### src/stsel_pkg.sv
// stsel_pkg: constants, register map and types for the trial-run speed select block
// assumes a 100 MHz pclk and an APB slave with 32-bit data
package stsel_pkg;

  // ==========================================================================
  // register byte offsets
  localparam logic [7:0] ADDR_CTRL      = 8'h00; // servo-on, control mode, pending mode
  localparam logic [7:0] ADDR_JOG_SPEED = 8'h04; // jog speed in r/min
  localparam logic [7:0] ADDR_PRESET1   = 8'h08;
  localparam logic [7:0] ADDR_PRESET2   = 8'h0c;
  localparam logic [7:0] ADDR_PRESET3   = 8'h10;
  localparam logic [7:0] ADDR_DI_FUNC   = 8'h14; // one function code byte per input
  localparam logic [7:0] ADDR_STATUS    = 8'h18; // sticky events, write one to clear
  localparam logic [7:0] ADDR_MASK      = 8'h1c;
  localparam logic [7:0] ADDR_STATE     = 8'h20; // live state, read only
  localparam logic [7:0] ADDR_SPEED_CMD = 8'h24; // active speed command

  // ==========================================================================
  // control register fields
  localparam int CTRL_SW_SON_BIT  = 0;
  localparam int CTRL_MODE_LSB    = 4;
  localparam int CTRL_MODE_W      = 4;
  localparam int CTRL_ACTMODE_LSB = 8;

  // ==========================================================================
  // values
  localparam logic [3:0]  MODE_SPEED       = 4'h2;
  localparam logic [3:0]  MODE_RESET       = 4'h0;
  localparam logic [15:0] JOG_SPEED_RESET  = 16'h0014;  // 20 r/min
  localparam logic signed [31:0] PRESET_MAX = 32'sd50000;
  localparam logic signed [31:0] PRESET_MIN = -32'sd50000;
  localparam logic [7:0]  FUNC_NONE        = 8'h00;
  localparam logic [7:0]  FUNC_SERVO_ON    = 8'h01;
  localparam logic [7:0]  FUNC_ALARM_RST   = 8'h02;
  localparam logic [7:0]  FUNC_TRQ_LIMIT   = 8'h09;
  localparam logic [7:0]  FUNC_SPD_SEL0    = 8'h14;
  localparam logic [7:0]  FUNC_SPD_SEL1    = 8'h15;
  localparam logic [31:0] DI_FUNC_RESET    = 32'h1514_0901; // inputs 4..1

  // ==========================================================================
  // status bits
  localparam int ST_ALARM_CLR = 0;
  localparam int ST_JOG_ENTER = 1;
  localparam int ST_JOG_EXIT  = 2;
  localparam int ST_SRC_CHG   = 3;
  localparam int ST_W         = 4;

  // speed command sources
  typedef enum logic [1:0] {
    STSEL_SRC_ANALOG,
    STSEL_SRC_P1,
    STSEL_SRC_P2,
    STSEL_SRC_P3
  } stsel_src_t;

  // jog states
  typedef enum logic [1:0] {
    STSEL_JOG_IDLE,
    STSEL_JOG_ARMED,
    STSEL_JOG_RUN
  } stsel_jog_t;

endpackage : stsel_pkg

### src/stsel_top.sv
// stsel_top: command selection for no-load trial runs of a servo drive
// assumes APB master on pclk; digital inputs and keys are asynchronous pins
`timescale 1ns/1ps
`default_nettype none

module stsel_top
  import stsel_pkg::*;
(
  // clock and reset
  input  wire logic        pclk,
  input  wire logic        presetn,
  input  wire logic        clk_en,
  // apb slave
  input  wire logic        psel,
  input  wire logic        penable,
  input  wire logic        pwrite,
  input  wire logic [7:0]  paddr,
  input  wire logic [31:0] pwdata,
  output logic      [31:0] prdata,
  output logic             pready,
  output logic             pslverr,
  // digital input pins, one to four
  input  wire logic [3:0]  digital_in,
  // panel keys, level while held
  input  wire logic        key_set,
  input  wire logic        key_mode,
  input  wire logic        key_up,
  input  wire logic        key_down,
  input  wire logic        key_shift,
  // analog reference, already digitised, in 0.1 r/min
  input  wire logic signed [31:0] analog_speed,
  // alarm source
  input  wire logic        alarm_event,
  // drive outputs
  output logic             servo_enable,
  output logic             alarm_active,
  output logic             jog_active,
  output logic             torque_limit_active,
  output logic signed [31:0] speed_cmd,
  output logic             irq
);

  // ==========================================================================
  // state
  typedef struct packed {
    logic [1:0][3:0] di_sync;
    logic [1:0][4:0] key_sync;
    logic [4:0]      key_prev;
    logic            sw_son;
    logic [3:0]      mode_active;
    logic            mode_loaded;
    logic [15:0]     jog_speed;
    logic [2:0]      digit;
    logic signed [31:0] preset1;
    logic signed [31:0] preset2;
    logic signed [31:0] preset3;
    logic [31:0]     di_func;
    logic [ST_W-1:0] status;
    logic [ST_W-1:0] mask;
    stsel_jog_t      jog;
    stsel_src_t      src;
    logic            alarm;
    logic            servo;
    logic            trq;
    logic signed [31:0] cmd;
    logic [31:0]     rdata;
  } stsel_state_t;

  stsel_state_t st;
  stsel_state_t next_st;

  // ==========================================================================
  // helpers
  // OR of the levels of every input assigned a function; code 0 never matches
  function automatic logic di_func_level(input logic [31:0] funcs,
                                         input logic [3:0]  lvl,
                                         input logic [7:0]  code);
    logic hit;
    hit = 1'b0;
    for (int i = 0; i < 4; i++) begin
      if (funcs[i*8 +: 8] == code && code != FUNC_NONE) begin
        hit = hit | lvl[i];
      end
    end
    return hit;
  endfunction : di_func_level

  function automatic logic preset_ok(input logic [31:0] v);
    return ($signed(v) >= PRESET_MIN) && ($signed(v) <= PRESET_MAX);
  endfunction : preset_ok

  // one decimal digit weight for jog speed editing
  function automatic logic [15:0] digit_weight(input logic [2:0] d);
    logic [15:0] w;
    w = 16'h0001;
    for (int i = 0; i < 4; i++) begin
      if (i < int'(d)) begin
        w = 16'(w * 16'd10);
      end
    end
    return w;
  endfunction : digit_weight

  // ==========================================================================
  // combinational next state
  logic [3:0]  di;
  logic [4:0]  keys;
  logic [4:0]  key_rise;
  logic        apb_wr;
  logic        apb_rd;
  logic        sel0;
  logic        sel1;
  logic        son_in;
  logic        alarm_reset_input_in;
  logic        speed_mode;
  stsel_src_t  new_src;
  logic [15:0] w;

  assign pready  = 1'b1; // zero wait states
  assign pslverr = 1'b0;
  assign prdata  = st.rdata;
  assign servo_enable        = st.servo;
  assign alarm_active        = st.alarm;
  assign jog_active          = (st.jog == STSEL_JOG_RUN);
  assign torque_limit_active = st.trq;
  assign speed_cmd           = st.cmd;
  assign irq                 = |(st.status & st.mask);

  always_comb begin
    next_st  = st;
    di       = st.di_sync[1];
    keys     = st.key_sync[1];
    key_rise = keys & ~st.key_prev;
    apb_wr   = psel && penable && pwrite;
    apb_rd   = psel && !penable && !pwrite;
    w        = digit_weight(st.digit);

    // synchronisers: first stage read only by second
    next_st.di_sync[0]  = digital_in;
    next_st.di_sync[1]  = st.di_sync[0];
    next_st.key_sync[0] = {key_shift, key_down, key_up, key_mode, key_set};
    next_st.key_sync[1] = st.key_sync[0];
    next_st.key_prev    = keys;

    // mode is latched once after reset release
    if (!st.mode_loaded) begin
      next_st.mode_active = mode_store;
      next_st.mode_loaded = 1'b1;
    end
    speed_mode = (st.mode_active == MODE_SPEED);

    // input function decode
    son_in  = di_func_level(st.di_func, di, FUNC_SERVO_ON);
    alarm_reset_input_in = di_func_level(st.di_func, di, FUNC_ALARM_RST);
    sel0    = di_func_level(st.di_func, di, FUNC_SPD_SEL0);
    sel1    = di_func_level(st.di_func, di, FUNC_SPD_SEL1);
    next_st.trq = di_func_level(st.di_func, di, FUNC_TRQ_LIMIT);

    // servo enable: software force, or input level in speed mode only
    next_st.servo = st.sw_son || (speed_mode && son_in);

    // software clear goes first, so an event in the same cycle sets its bit again
    if (apb_wr && paddr == ADDR_STATUS) begin
      next_st.status = st.status & ~pwdata[ST_W-1:0];
    end

    // alarm: sticky until alarm reset input; event beats clear
    if (alarm_event) begin
      next_st.alarm = 1'b1;
    end else if (alarm_reset_input_in) begin
      next_st.alarm = 1'b0;
      if (st.alarm) begin
        next_st.status[ST_ALARM_CLR] = 1'b1;
      end
    end

    // jog state machine
    unique case (st.jog)
      STSEL_JOG_IDLE: begin
        if (key_rise[0]) begin
          next_st.jog = STSEL_JOG_ARMED;
        end
      end
      STSEL_JOG_ARMED: begin
        // digit editing of jog speed
        if (key_rise[2] && st.jog_speed <= 16'(16'hffff - w)) begin
          next_st.jog_speed = 16'(st.jog_speed + w);
        end else if (key_rise[3] && st.jog_speed >= w) begin
          next_st.jog_speed = 16'(st.jog_speed - w);
        end
        if (key_rise[4]) begin
          next_st.digit = (st.digit == 3'd3) ? 3'd0 : 3'(st.digit + 3'd1);
        end
        if (key_rise[0]) begin
          next_st.jog = STSEL_JOG_RUN;
          next_st.status[ST_JOG_ENTER] = 1'b1;
        end else if (key_rise[1]) begin
          next_st.jog = STSEL_JOG_IDLE;
        end
      end
      STSEL_JOG_RUN: begin
        if (key_rise[1]) begin
          next_st.jog = STSEL_JOG_IDLE;
          next_st.status[ST_JOG_EXIT] = 1'b1;
        end
      end
    endcase

    // speed source select from synchronised inputs
    new_src = stsel_src_t'({sel1, sel0});
    if (new_src != st.src) begin
      next_st.status[ST_SRC_CHG] = 1'b1;
    end
    next_st.src = new_src;

    // speed command: jog keys win while jogging
    if (st.jog == STSEL_JOG_RUN) begin
      if (keys[2]) begin
        next_st.cmd = $signed({16'h0000, st.jog_speed}) * 32'sd10;
      end else if (keys[3]) begin
        next_st.cmd = -($signed({16'h0000, st.jog_speed}) * 32'sd10);
      end else begin
        next_st.cmd = 32'sd0;
      end
    end else if (!next_st.servo) begin
      next_st.cmd = 32'sd0;
    end else begin
      unique case (st.src)
        STSEL_SRC_ANALOG: next_st.cmd = analog_speed;
        STSEL_SRC_P1:     next_st.cmd = st.preset1;
        STSEL_SRC_P2:     next_st.cmd = st.preset2;
        STSEL_SRC_P3:     next_st.cmd = st.preset3;
      endcase
    end

    // apb writes
    if (apb_wr) begin
      unique case (paddr)
        ADDR_CTRL: begin
          next_st.sw_son       = pwdata[CTRL_SW_SON_BIT];
        end
        ADDR_JOG_SPEED: next_st.jog_speed = pwdata[15:0];
        ADDR_PRESET1: if (preset_ok(pwdata)) next_st.preset1 = $signed(pwdata);
        ADDR_PRESET2: if (preset_ok(pwdata)) next_st.preset2 = $signed(pwdata);
        ADDR_PRESET3: if (preset_ok(pwdata)) next_st.preset3 = $signed(pwdata);
        ADDR_DI_FUNC: next_st.di_func = pwdata;
        ADDR_STATUS: ; // cleared above, ahead of the event logic, so set beats clear
        ADDR_MASK: next_st.mask = pwdata[ST_W-1:0];
        default: ;
      endcase
    end

    // apb read data captured in setup phase
    if (apb_rd) begin
      unique case (paddr)
        ADDR_CTRL: next_st.rdata = {20'h0, st.mode_active, mode_store, 3'h0, st.sw_son};
        ADDR_JOG_SPEED: next_st.rdata = {16'h0, st.jog_speed};
        ADDR_PRESET1:   next_st.rdata = st.preset1;
        ADDR_PRESET2:   next_st.rdata = st.preset2;
        ADDR_PRESET3:   next_st.rdata = st.preset3;
        ADDR_DI_FUNC:   next_st.rdata = st.di_func;
        ADDR_STATUS:    next_st.rdata = {28'h0, st.status};
        ADDR_MASK:      next_st.rdata = {28'h0, st.mask};
        ADDR_STATE:     next_st.rdata = {18'h0, st.digit, st.src, st.jog, st.trq,
                                         st.alarm, st.servo, di};
        ADDR_SPEED_CMD: next_st.rdata = st.cmd;
        default:        next_st.rdata = 32'h0000_0000;
      endcase
    end
  end

  // ==========================================================================
  // stored control mode setting; it must outlive a reset, because a new mode only
  // takes effect at the next reset release, so it has no reset and starts at the default
  logic [3:0] mode_store = MODE_RESET;

  always_ff @(posedge pclk) begin
    if (clk_en && apb_wr && paddr == ADDR_CTRL) begin
      mode_store <= pwdata[CTRL_MODE_LSB +: CTRL_MODE_W];
    end
  end

  // ==========================================================================
  // state register; clock enable freezes everything
  always_ff @(posedge pclk or negedge presetn) begin
    if (!presetn) begin
      st              <= '0;
      st.mode_active  <= MODE_RESET;
      st.jog_speed    <= JOG_SPEED_RESET;
      st.di_func      <= DI_FUNC_RESET;
      st.jog          <= STSEL_JOG_IDLE;
      st.src          <= STSEL_SRC_ANALOG;
      st.alarm        <= 1'b0;
    end else if (clk_en) begin
      st <= next_st;
    end
  end

endmodule : stsel_top

`default_nettype wire

### config.mk
export PLATFORM = sky130hd
export DESIGN_NAME = stsel_top
export DESIGN_NICKNAME = d
export VERILOG_FILES = /design/src/stsel_pkg.sv /design/src/stsel_top.sv
export SDC_FILE = /design/constraint.sdc
export NUM_CORES = 1
export LEC_CHECK = 0
export BUFFER_PORTS_ARGS = -buffer_cell sky130_fd_sc_hd__buf_2
export CAP_MARGIN = 5
export CORE_MARGIN = 2
export CORE_UTILIZATION = 35
export CTS_CLUSTER_SIZE = 40
export DETAILED_ROUTE_END_ITERATION = 10
export GPL_TIMING_DRIVEN = 0
export SLEW_MARGIN = 20
export SYNTH_ARGS = -nofsm -noshare
export SYNTH_HDL_FRONTEND = slang
export SYNTH_SLANG_ARGS = --single-unit
export TNS_END_PERCENT = 100
### constraint.sdc
create_clock -name pclk -period 5.45 [get_ports pclk]
set_input_delay 0.545 -clock pclk [delete_from_list [all_inputs] [get_ports pclk]]
set_output_delay 0.545 -clock pclk [all_outputs]
set_load 0.005 [all_outputs]
==> flow_summary.json, run 1 <==
{
  "outcome": "finished, final reports clean",
  "hp-class": "input port to register",
  "grt_overflow": 0,
  "num_antenna_cells": 0,
  "min_period_over_period_pct": 94.60,
  "leakage_uw": 0.009356,
  "layout-area-overhead-vs-synth_pct": 16.25,
  "yosysSeqAreaShare_pct": 39.15,
  "holdWs_ns": 0.1909,
  "postRouteAntennaNets": 0,
  "track_usage_pct": 24.57,
  "clk_pin_slew_ns": 0.07,
  "power_uw": 9081,
  "required_ns": 5.95,
  "grt_max_degree": 88,
  "gp_congestion": 0.9397,
  "async_reset_ff_share_pct": 98.46,
  "p_per_area_nw_per_um2": 469.5,
  "drc": 0,
  "first_pass_iters": 6,
  "synth_area_per_cell_sq_um": 9.910,
  "finalSetupViolations": 0,
  "cts_sinks": 259,
  "reg2reg_depth": 23,
  "rows": 79,
  "layout-drive-gt1-share_pct": 24.82,
  "final_max_slew_viol_count": 0,
  "dp_hpwl_um": 47850,
  "worstMarginPinSlew_ns": 1.074,
  "cts_tree": "yes",
  "grt_first_pass_wirelength_um": 91870,
  "cp_max_fo": 10,
  "ir_drop_mv": 0.2538,
  "ys_warn_count": 0,
  "cts_max_path_buffers": 3,
  "postPlaceCellArea_sq_um": 18280,
  "drt-wirelength-per-cell_um": 24.67,
  "rsz0062_at_grt": "no",
  "min_path_cells": 2,
  "clock_latency_ns": 0.59,
  "synth-edff-count": 4,
  "grt_antenna_before_repair": 1,
  "drt_iter0_markers": 1543,
  "ios": 159,
  "synthesis.area_sq_um": 16640,
  "synth.distinct_cells": 87,
  "critPathLaunchType": "register",
  "worstSetupPathType": "register to register",
  "initial_core_util_pct": 35.59,
  "htree_levels": 1,
  "cts_buffers": 28,
  "portBuffers": 154,
  "num_vias": 14900,
  "die_w_um": 222.0,
  "final.setup_skew_ns": 0.02936,
  "finalHoldViolCount": 0,
  "synthCells": 1679,
  "core_area_sq_um": 46750,
  "grt_pass1_vias": 14560,
  "synthFlopType": "dfrtp_1",
  "viasPerCell": 5.956,
  "post-route-cell-area_sq_um": 19340,
  "clock-root-buffer": "clkbuf_16",
  "crit_path_end_kind": "register",
  "nNetsFinal": 2042,
  "drv_cap": 0,
  "die_y_um": 222.0,
  "relSlewSlack_pct": 28.40,
  "period_minus_slack_ns": 5.156,
  "die-area_sq_um": 49300,
  "routed_wl_um": 61710,
  "tns_ns": 0,
  "fmax_ghz": 0.1940,
  "ys_ff_latch": 259,
  "crit_arrival_ns": 5.65
}
==> registers in the layout, summed over array words and instances, names as in the netlist <==
signal and count:
torque_limit_active 1, st 170, keys 5, next_st 9, speed_cmd 32, prdata 32, di 4, servo_enable 1
mode_store 4, alarm_active 1
==> synth_stat cells, types with 11 or more instances <==
master / count / area [sq um]
xnor2_1: 18 / 157.7
and2_1: 13 / 81.33
a32oi_1: 11 / 96.34
buf_2: 19 / 95.09
xor2_1: 14 / 122.6
mux2_2: 101 / 1137
clkbuf_1: 72 / 270.3
mux2i_1: 40 / 400.4
dfrtp_1: 245 / 6131
o21ai_0: 80 / 400.4
a31oi_1: 16 / 100.1
a211oi_1: 11 / 82.58
ha_1: 77 / 963.4
nor4b_1: 12 / 105.1
inv_1: 54 / 202.7
and3_1: 15 / 93.84
a222oi_1: 12 / 120.1
nand2_1: 191 / 716.9
buf_4: 69 / 518.0
nand2b_1: 12 / 75.07
nor4_1: 14 / 87.58
a221oi_1: 48 / 420.4
nor2b_1: 14 / 87.58
nor2_1: 97 / 364.1
mux4_2: 32 / 720.7
nor3_1: 23 / 115.1
a21o_1: 46 / 345.3
a211o_1: 15 / 131.4
nand3_1: 31 / 155.2
nand4_1: 18 / 112.6
a21oi_1: 69 / 345.3
==> power breakdown <==
| group | total (uW) | internal [uW] | switching (uW) |
|---|---|---|---|
| Clock | 1990 | 1160 | 835 |
| Combinational | 4730 | 1810 | 2920 |
| Sequential | 2360 | 2060 | 298 |
| Total | 9080 | 5030 | 4060 |
==> cells by family (layout without fill, tap and decap cells) <==
kind of cell	Yosys count	after routing	share of synthesized area [%]
muxes	178	178	13.91
other	2	8	0.04514
DFF	259	259	39.15
adders and majority gates	80	80	6.151
xor gates and xnor gates	33	33	1.782
and+or+nand+nor	483	483	14.02
AOI/OAI and AO/OA	420	420	18.19
buffers and inverters	224	433	6.753
==> layer usage <==
layer | GRT usage, % | part of all wire [%] | up-vias
li1 | - | - | 6568
met1 | 32.92 | 42 | 7448
met2 | 39.30 | 46 | 755
met3 | 5.447 | 9.1 | 124
met4 | 8.152 | 3.6 | 2
met5 | 0 | 0.023 | -
==> path summary, 6_finish.rpt <==
path                                    start           end  slack (ns)
worst max-delay path                  st[209]       st[221]        0.29
worst min-delay path            digital_in[3]  next_st[254]        0.19
worst max register to register        st[209]       st[221]        0.29
worst min register to register  mode_store[0]       st[227]        0.47
max in group asynchronous             presetn       st[214]        3.50
min in group asynchronous             presetn    prdata[28]        0.43
==> stage by stage <==
| stage | utilization [%] | worst slack (ns) | std cells |
|---|---|---|---|
| finish | 41.37 | 0.2944 | 2501 |
| global route | 41.37 | 0.005166 | 2501 |
| CTS | 41.19 | 0.02773 | 2499 |
| detailed placement | 39.11 | -0.3710 | 2449 |
| global placement | 38.91 | -0.8381 | 2446 |
| floorplan | - | 0.9638 | 1685 |
==> cell type report <==
type	instances	area [sq um]
well taps	607	759.5
clock buffers	40	795.8
flip-flops and latches	259	6516
clock inverters	10	155.1
repair buffers	160	888.4
plain buffers	169	932.1
inverters	54	202.7
fillers	4602	27410
multi-input cells	1202	9092
==> worst max-delay path, stage by stage, from the launching register on <==
cell      delay (ns)
dfrtp_2         0.51
nor2b_4         0.21
inv_1           0.15
nor2_1          0.15
inv_1           0.11
nand2_2         0.14
inv_1           0.06
ha_1            0.30
a31o_2          0.25
a21oi_1         0.21
o21ba_2         0.19
o21bai_1        0.08
xor2_1          0.18
nand2_1         0.09
ha_1            0.29
buf_2           0.20
and4b_1         0.27
a211o_1         0.32
o31ai_4         0.30
buf_6           0.20
buf_4           0.21
nand2_1         0.08
a311o_1         0.40
a21oi_1         0.15
==> what timing repair did <==
action / 4_1_cts / 5_1_grt
endpoints found under the setup margin: 16 / 15
pin swaps: 0 / 1
setup buffers: 0 / 2
gates resized for setup: 6 / 15
hold buffers: 1 / 0
hold endpoints to repair: 47 / 0
==> cells in the final DEF, fill, tap and decap left out, types with 9 or more instances in the layout <==
cell type and instances:
or3_1 9, a211o_1 15, clkbuf_16 28, xnor2_1 18, mux2_2 101, nand2_1 190, xor2_1 14, inv_1 54
nand3_1 31, a32oi_1 9, o21ai_0 80, buf_4 71, nor2_1 97, ha_1 77, nand4_1 18, nor4b_1 10
nor4_1 14, dfstp_2 10, a31oi_1 16, clkbuf_1 76, a21o_1 46, buf_1 9, buf_2 169, a221oi_1 48
a221o_1 10, o22ai_1 10, a21oi_1 69, mux4_2 32, and2_1 13, and3_1 15, a211oi_1 11, nand2b_1 12
a222oi_1 12, dfrtp_1 243, nor3_1 23, nor2b_1 12, mux2i_1 40
Note: power is estimated with default switching activity, not from simulation.
==> run 2: changes to the inputs <==
--- a/config.mk
+++ b/config.mk
@@ -7,11 +7,13 @@
 export LEC_CHECK = 0
 export BUFFER_PORTS_ARGS = -buffer_cell sky130_fd_sc_hd__buf_2
 export CAP_MARGIN = 5
-export CORE_MARGIN = 2
+export CELL_PAD_IN_SITES_DETAIL_PLACEMENT = 2
+export CELL_PAD_IN_SITES_GLOBAL_PLACEMENT = 2
 export CORE_UTILIZATION = 35
 export CTS_CLUSTER_SIZE = 40
 export DETAILED_ROUTE_END_ITERATION = 10
 export GPL_TIMING_DRIVEN = 0
+export PLACE_DENSITY_LB_ADDON = 0.1
 export SLEW_MARGIN = 20
 export SYNTH_ARGS = -nofsm -noshare
 export SYNTH_HDL_FRONTEND = slang
==> run 2 against run 1 <==
Net effect: the flow now finishes with violations (DRC); critical path type unchanged; final area grew 0.28%; routed wire length grew 18%; highest routed layer unchanged; sequential power about the same.
==> flow_summary.json, run 2 (synthesized netlist as in run 1, its figures left out) <==
{
  "grt_max_degree": 88,
  "layout-area-overhead-vs-synth_pct": 16.58,
  "relSlewSlack_pct": 16.21,
  "cts_sinks": 259,
  "die_w_um": 220.0,
  "outcome": "complete, but fails checks",
  "worstSetupPathType": "register to register",
  "cts_buffers": 30,
  "drt-wirelength-per-cell_um": 29.00,
  "finalSetupViolations": 0,
  "critPathLaunchType": "register",
  "drc": 7,
  "track_usage_pct": 30.18,
  "cp_max_fo": 10,
  "violations": "DRC",
  "initial_core_util_pct": 35.59,
  "min_period_over_period_pct": 95.44,
  "routed_wl_um": 72690,
  "rows": 79,
  "dp_hpwl_um": 55960,
  "power_uw": 9421,
  "clock-root-buffer": "clkbuf_16",
  "viasPerCell": 6.061,
  "worstMarginPinSlew_ns": 1.257,
  "hp-class": "input port to register",
  "max_flop_register": "st",
  "met3_usage_pct": 2.816,
  "layout-drive-gt1-share_pct": 25.17,
  "grt_first_pass_wirelength_um": 107100,
  "clock_latency_ns": 0.59,
  "htree_levels": 1,
  "fillers": 5117,
  "cts_tree": "yes",
  "core_area_sq_um": 46750,
  "postRouteAntennaNets": 0,
  "busiest_layer": "met2",
  "holdWs_ns": 0.2108,
  "grt_antenna_before_repair": 1,
  "fmax_ghz": 0.1923,
  "final_common_cell": "dfrtp_1",
  "num_vias": 15190,
  "largest_reg_flops": 170,
  "use_met2_pct": 49.85,
  "required_ns": 5.91,
  "p_per_area_nw_per_um2": 485.7,
  "first_pass_iters": 11,
  "crit_path_end_kind": "register",
  "crit_arrival_ns": 5.66,
  "final_util_pct": 41.49,
  "clk_pin_slew_ns": 0.07,
  "mostFrequentLayoutCells": "dfrtp_1 (243), nand2_1 (190), buf_2 (169)",
  "period_minus_slack_ns": 5.201,
  "grt_pass1_vias": 16050,
  "finalHoldViolCount": 0,
  "ios": 159,
  "final.setup_skew_ns": 0.02537,
  "cts_max_path_buffers": 3,
  "final_max_slew_viol_count": 0,
  "met1_usage_pct": 41.01,
  "die_y_um": 220.0,
  "grt_overflow": 0,
  "drt_iter0_markers": 1118,
  "die-area_sq_um": 48420,
  "leakage_uw": 0.009395,
  "nNetsFinal": 2044,
  "portBuffers": 154,
  "num_antenna_cells": 0,
  "gp_congestion": 0.9236,
  "ir_drop_mv": 0.2645,
  "drv_cap": 0
}
-- run 2: power by group --
group          switching, uW  leakage, uW  internal, uW
sequential               304      0.00342          2060
combinational           3160      0.00548          1830
clock                    861     0.000495          1200
total                   4330      0.00940          5090
-- run 2: final cells by class --
class | count | area (sq um) | share of cell area, %
Clock buffer | 46 | 922.1 | 4.754
Multi-Input combinational cell | 1202 | 9102 | 46.93
Sequential cell | 259 | 6516 | 33.59
Buffer | 169 | 933.4 | 4.812
Inverter | 54 | 202.7 | 1.045
Timing Repair Buffer | 160 | 888.4 | 4.580
Clock inverter | 9 | 72.57 | 0.3741
Tap cell | 607 | 759.5 | 3.915
-- run 2: path summary, 6_finish.rpt --
path,from,end,slack [ns],cells after the start
max in group asynchronous,presetn,st[103],4.16,3
setup reg to reg,st[208],st[225],0.25,23
hold reg to reg,prdata[2],prdata[2],0.48,1
min in group asynchronous,presetn,st[217],0.43,2
setup / recovery,st[208],st[225],0.25,23
hold / removal,digital_in[1],next_st[252],0.21,2
-- run 2: metrics by stage --
step | worst slack (ns) | TNS, ns | area [sq um] | std cells
after floorplan | 0.9638 | 0 | 16660 | 1685
after global placement | -1.269 | -311.70 | 18190 | 2446
after detailed placement | -0.9879 | -12.63 | 18280 | 2449
after CTS | 0.05640 | 0 | 19340 | 2506
after global routing | -0.05438 | -0.05438 | 19400 | 2506
final | 0.2485 | 0 | 19400 | 2506
-- run 2: critical path: stages, from the launching register on --
cell,delay (ns)
dfrtp_2,0.45
nor2b_4,0.15
inv_1,0.19
nor2_1,0.10
inv_1,0.14
nand2_2,0.12
ha_1,0.35
ha_1,0.35
a21oi_2,0.19
o21ba_2,0.20
o21bai_1,0.08
xor2_1,0.16
nand2_1,0.08
ha_1,0.29
buf_2,0.21
and4b_1,0.28
a41o_1,0.24
a32oi_4,0.25
o31a_1,0.21
clkbuf_4,0.23
nor2_1,0.08
a32oi_1,0.26
mux2i_1,0.17
a211o_1,0.29
-- run 2: metal layers --
layer | vias to the layer above | wire, um | part of all wire [%]
met5 | - | 11 | 0.015
met4 | 2 | 2759 | 3.8
met3 | 129 | 3095 | 4.3
met2 | 471 | 34460 | 47
met1 | 8031 | 32360 | 45
li1 | 6557 | - | -
-- run 2: what timing repair did --
| item | CTS | global route |
|---|---|---|
| setup buffers | 2 | 0 |
| endpoints found under the setup margin | 16 | 15 |
| pin swaps | 1 | 2 |
| gates resized for setup | 12 | 10 |
| hold buffers | 1 | 0 |
| hold endpoints to repair | 30 | 0 |
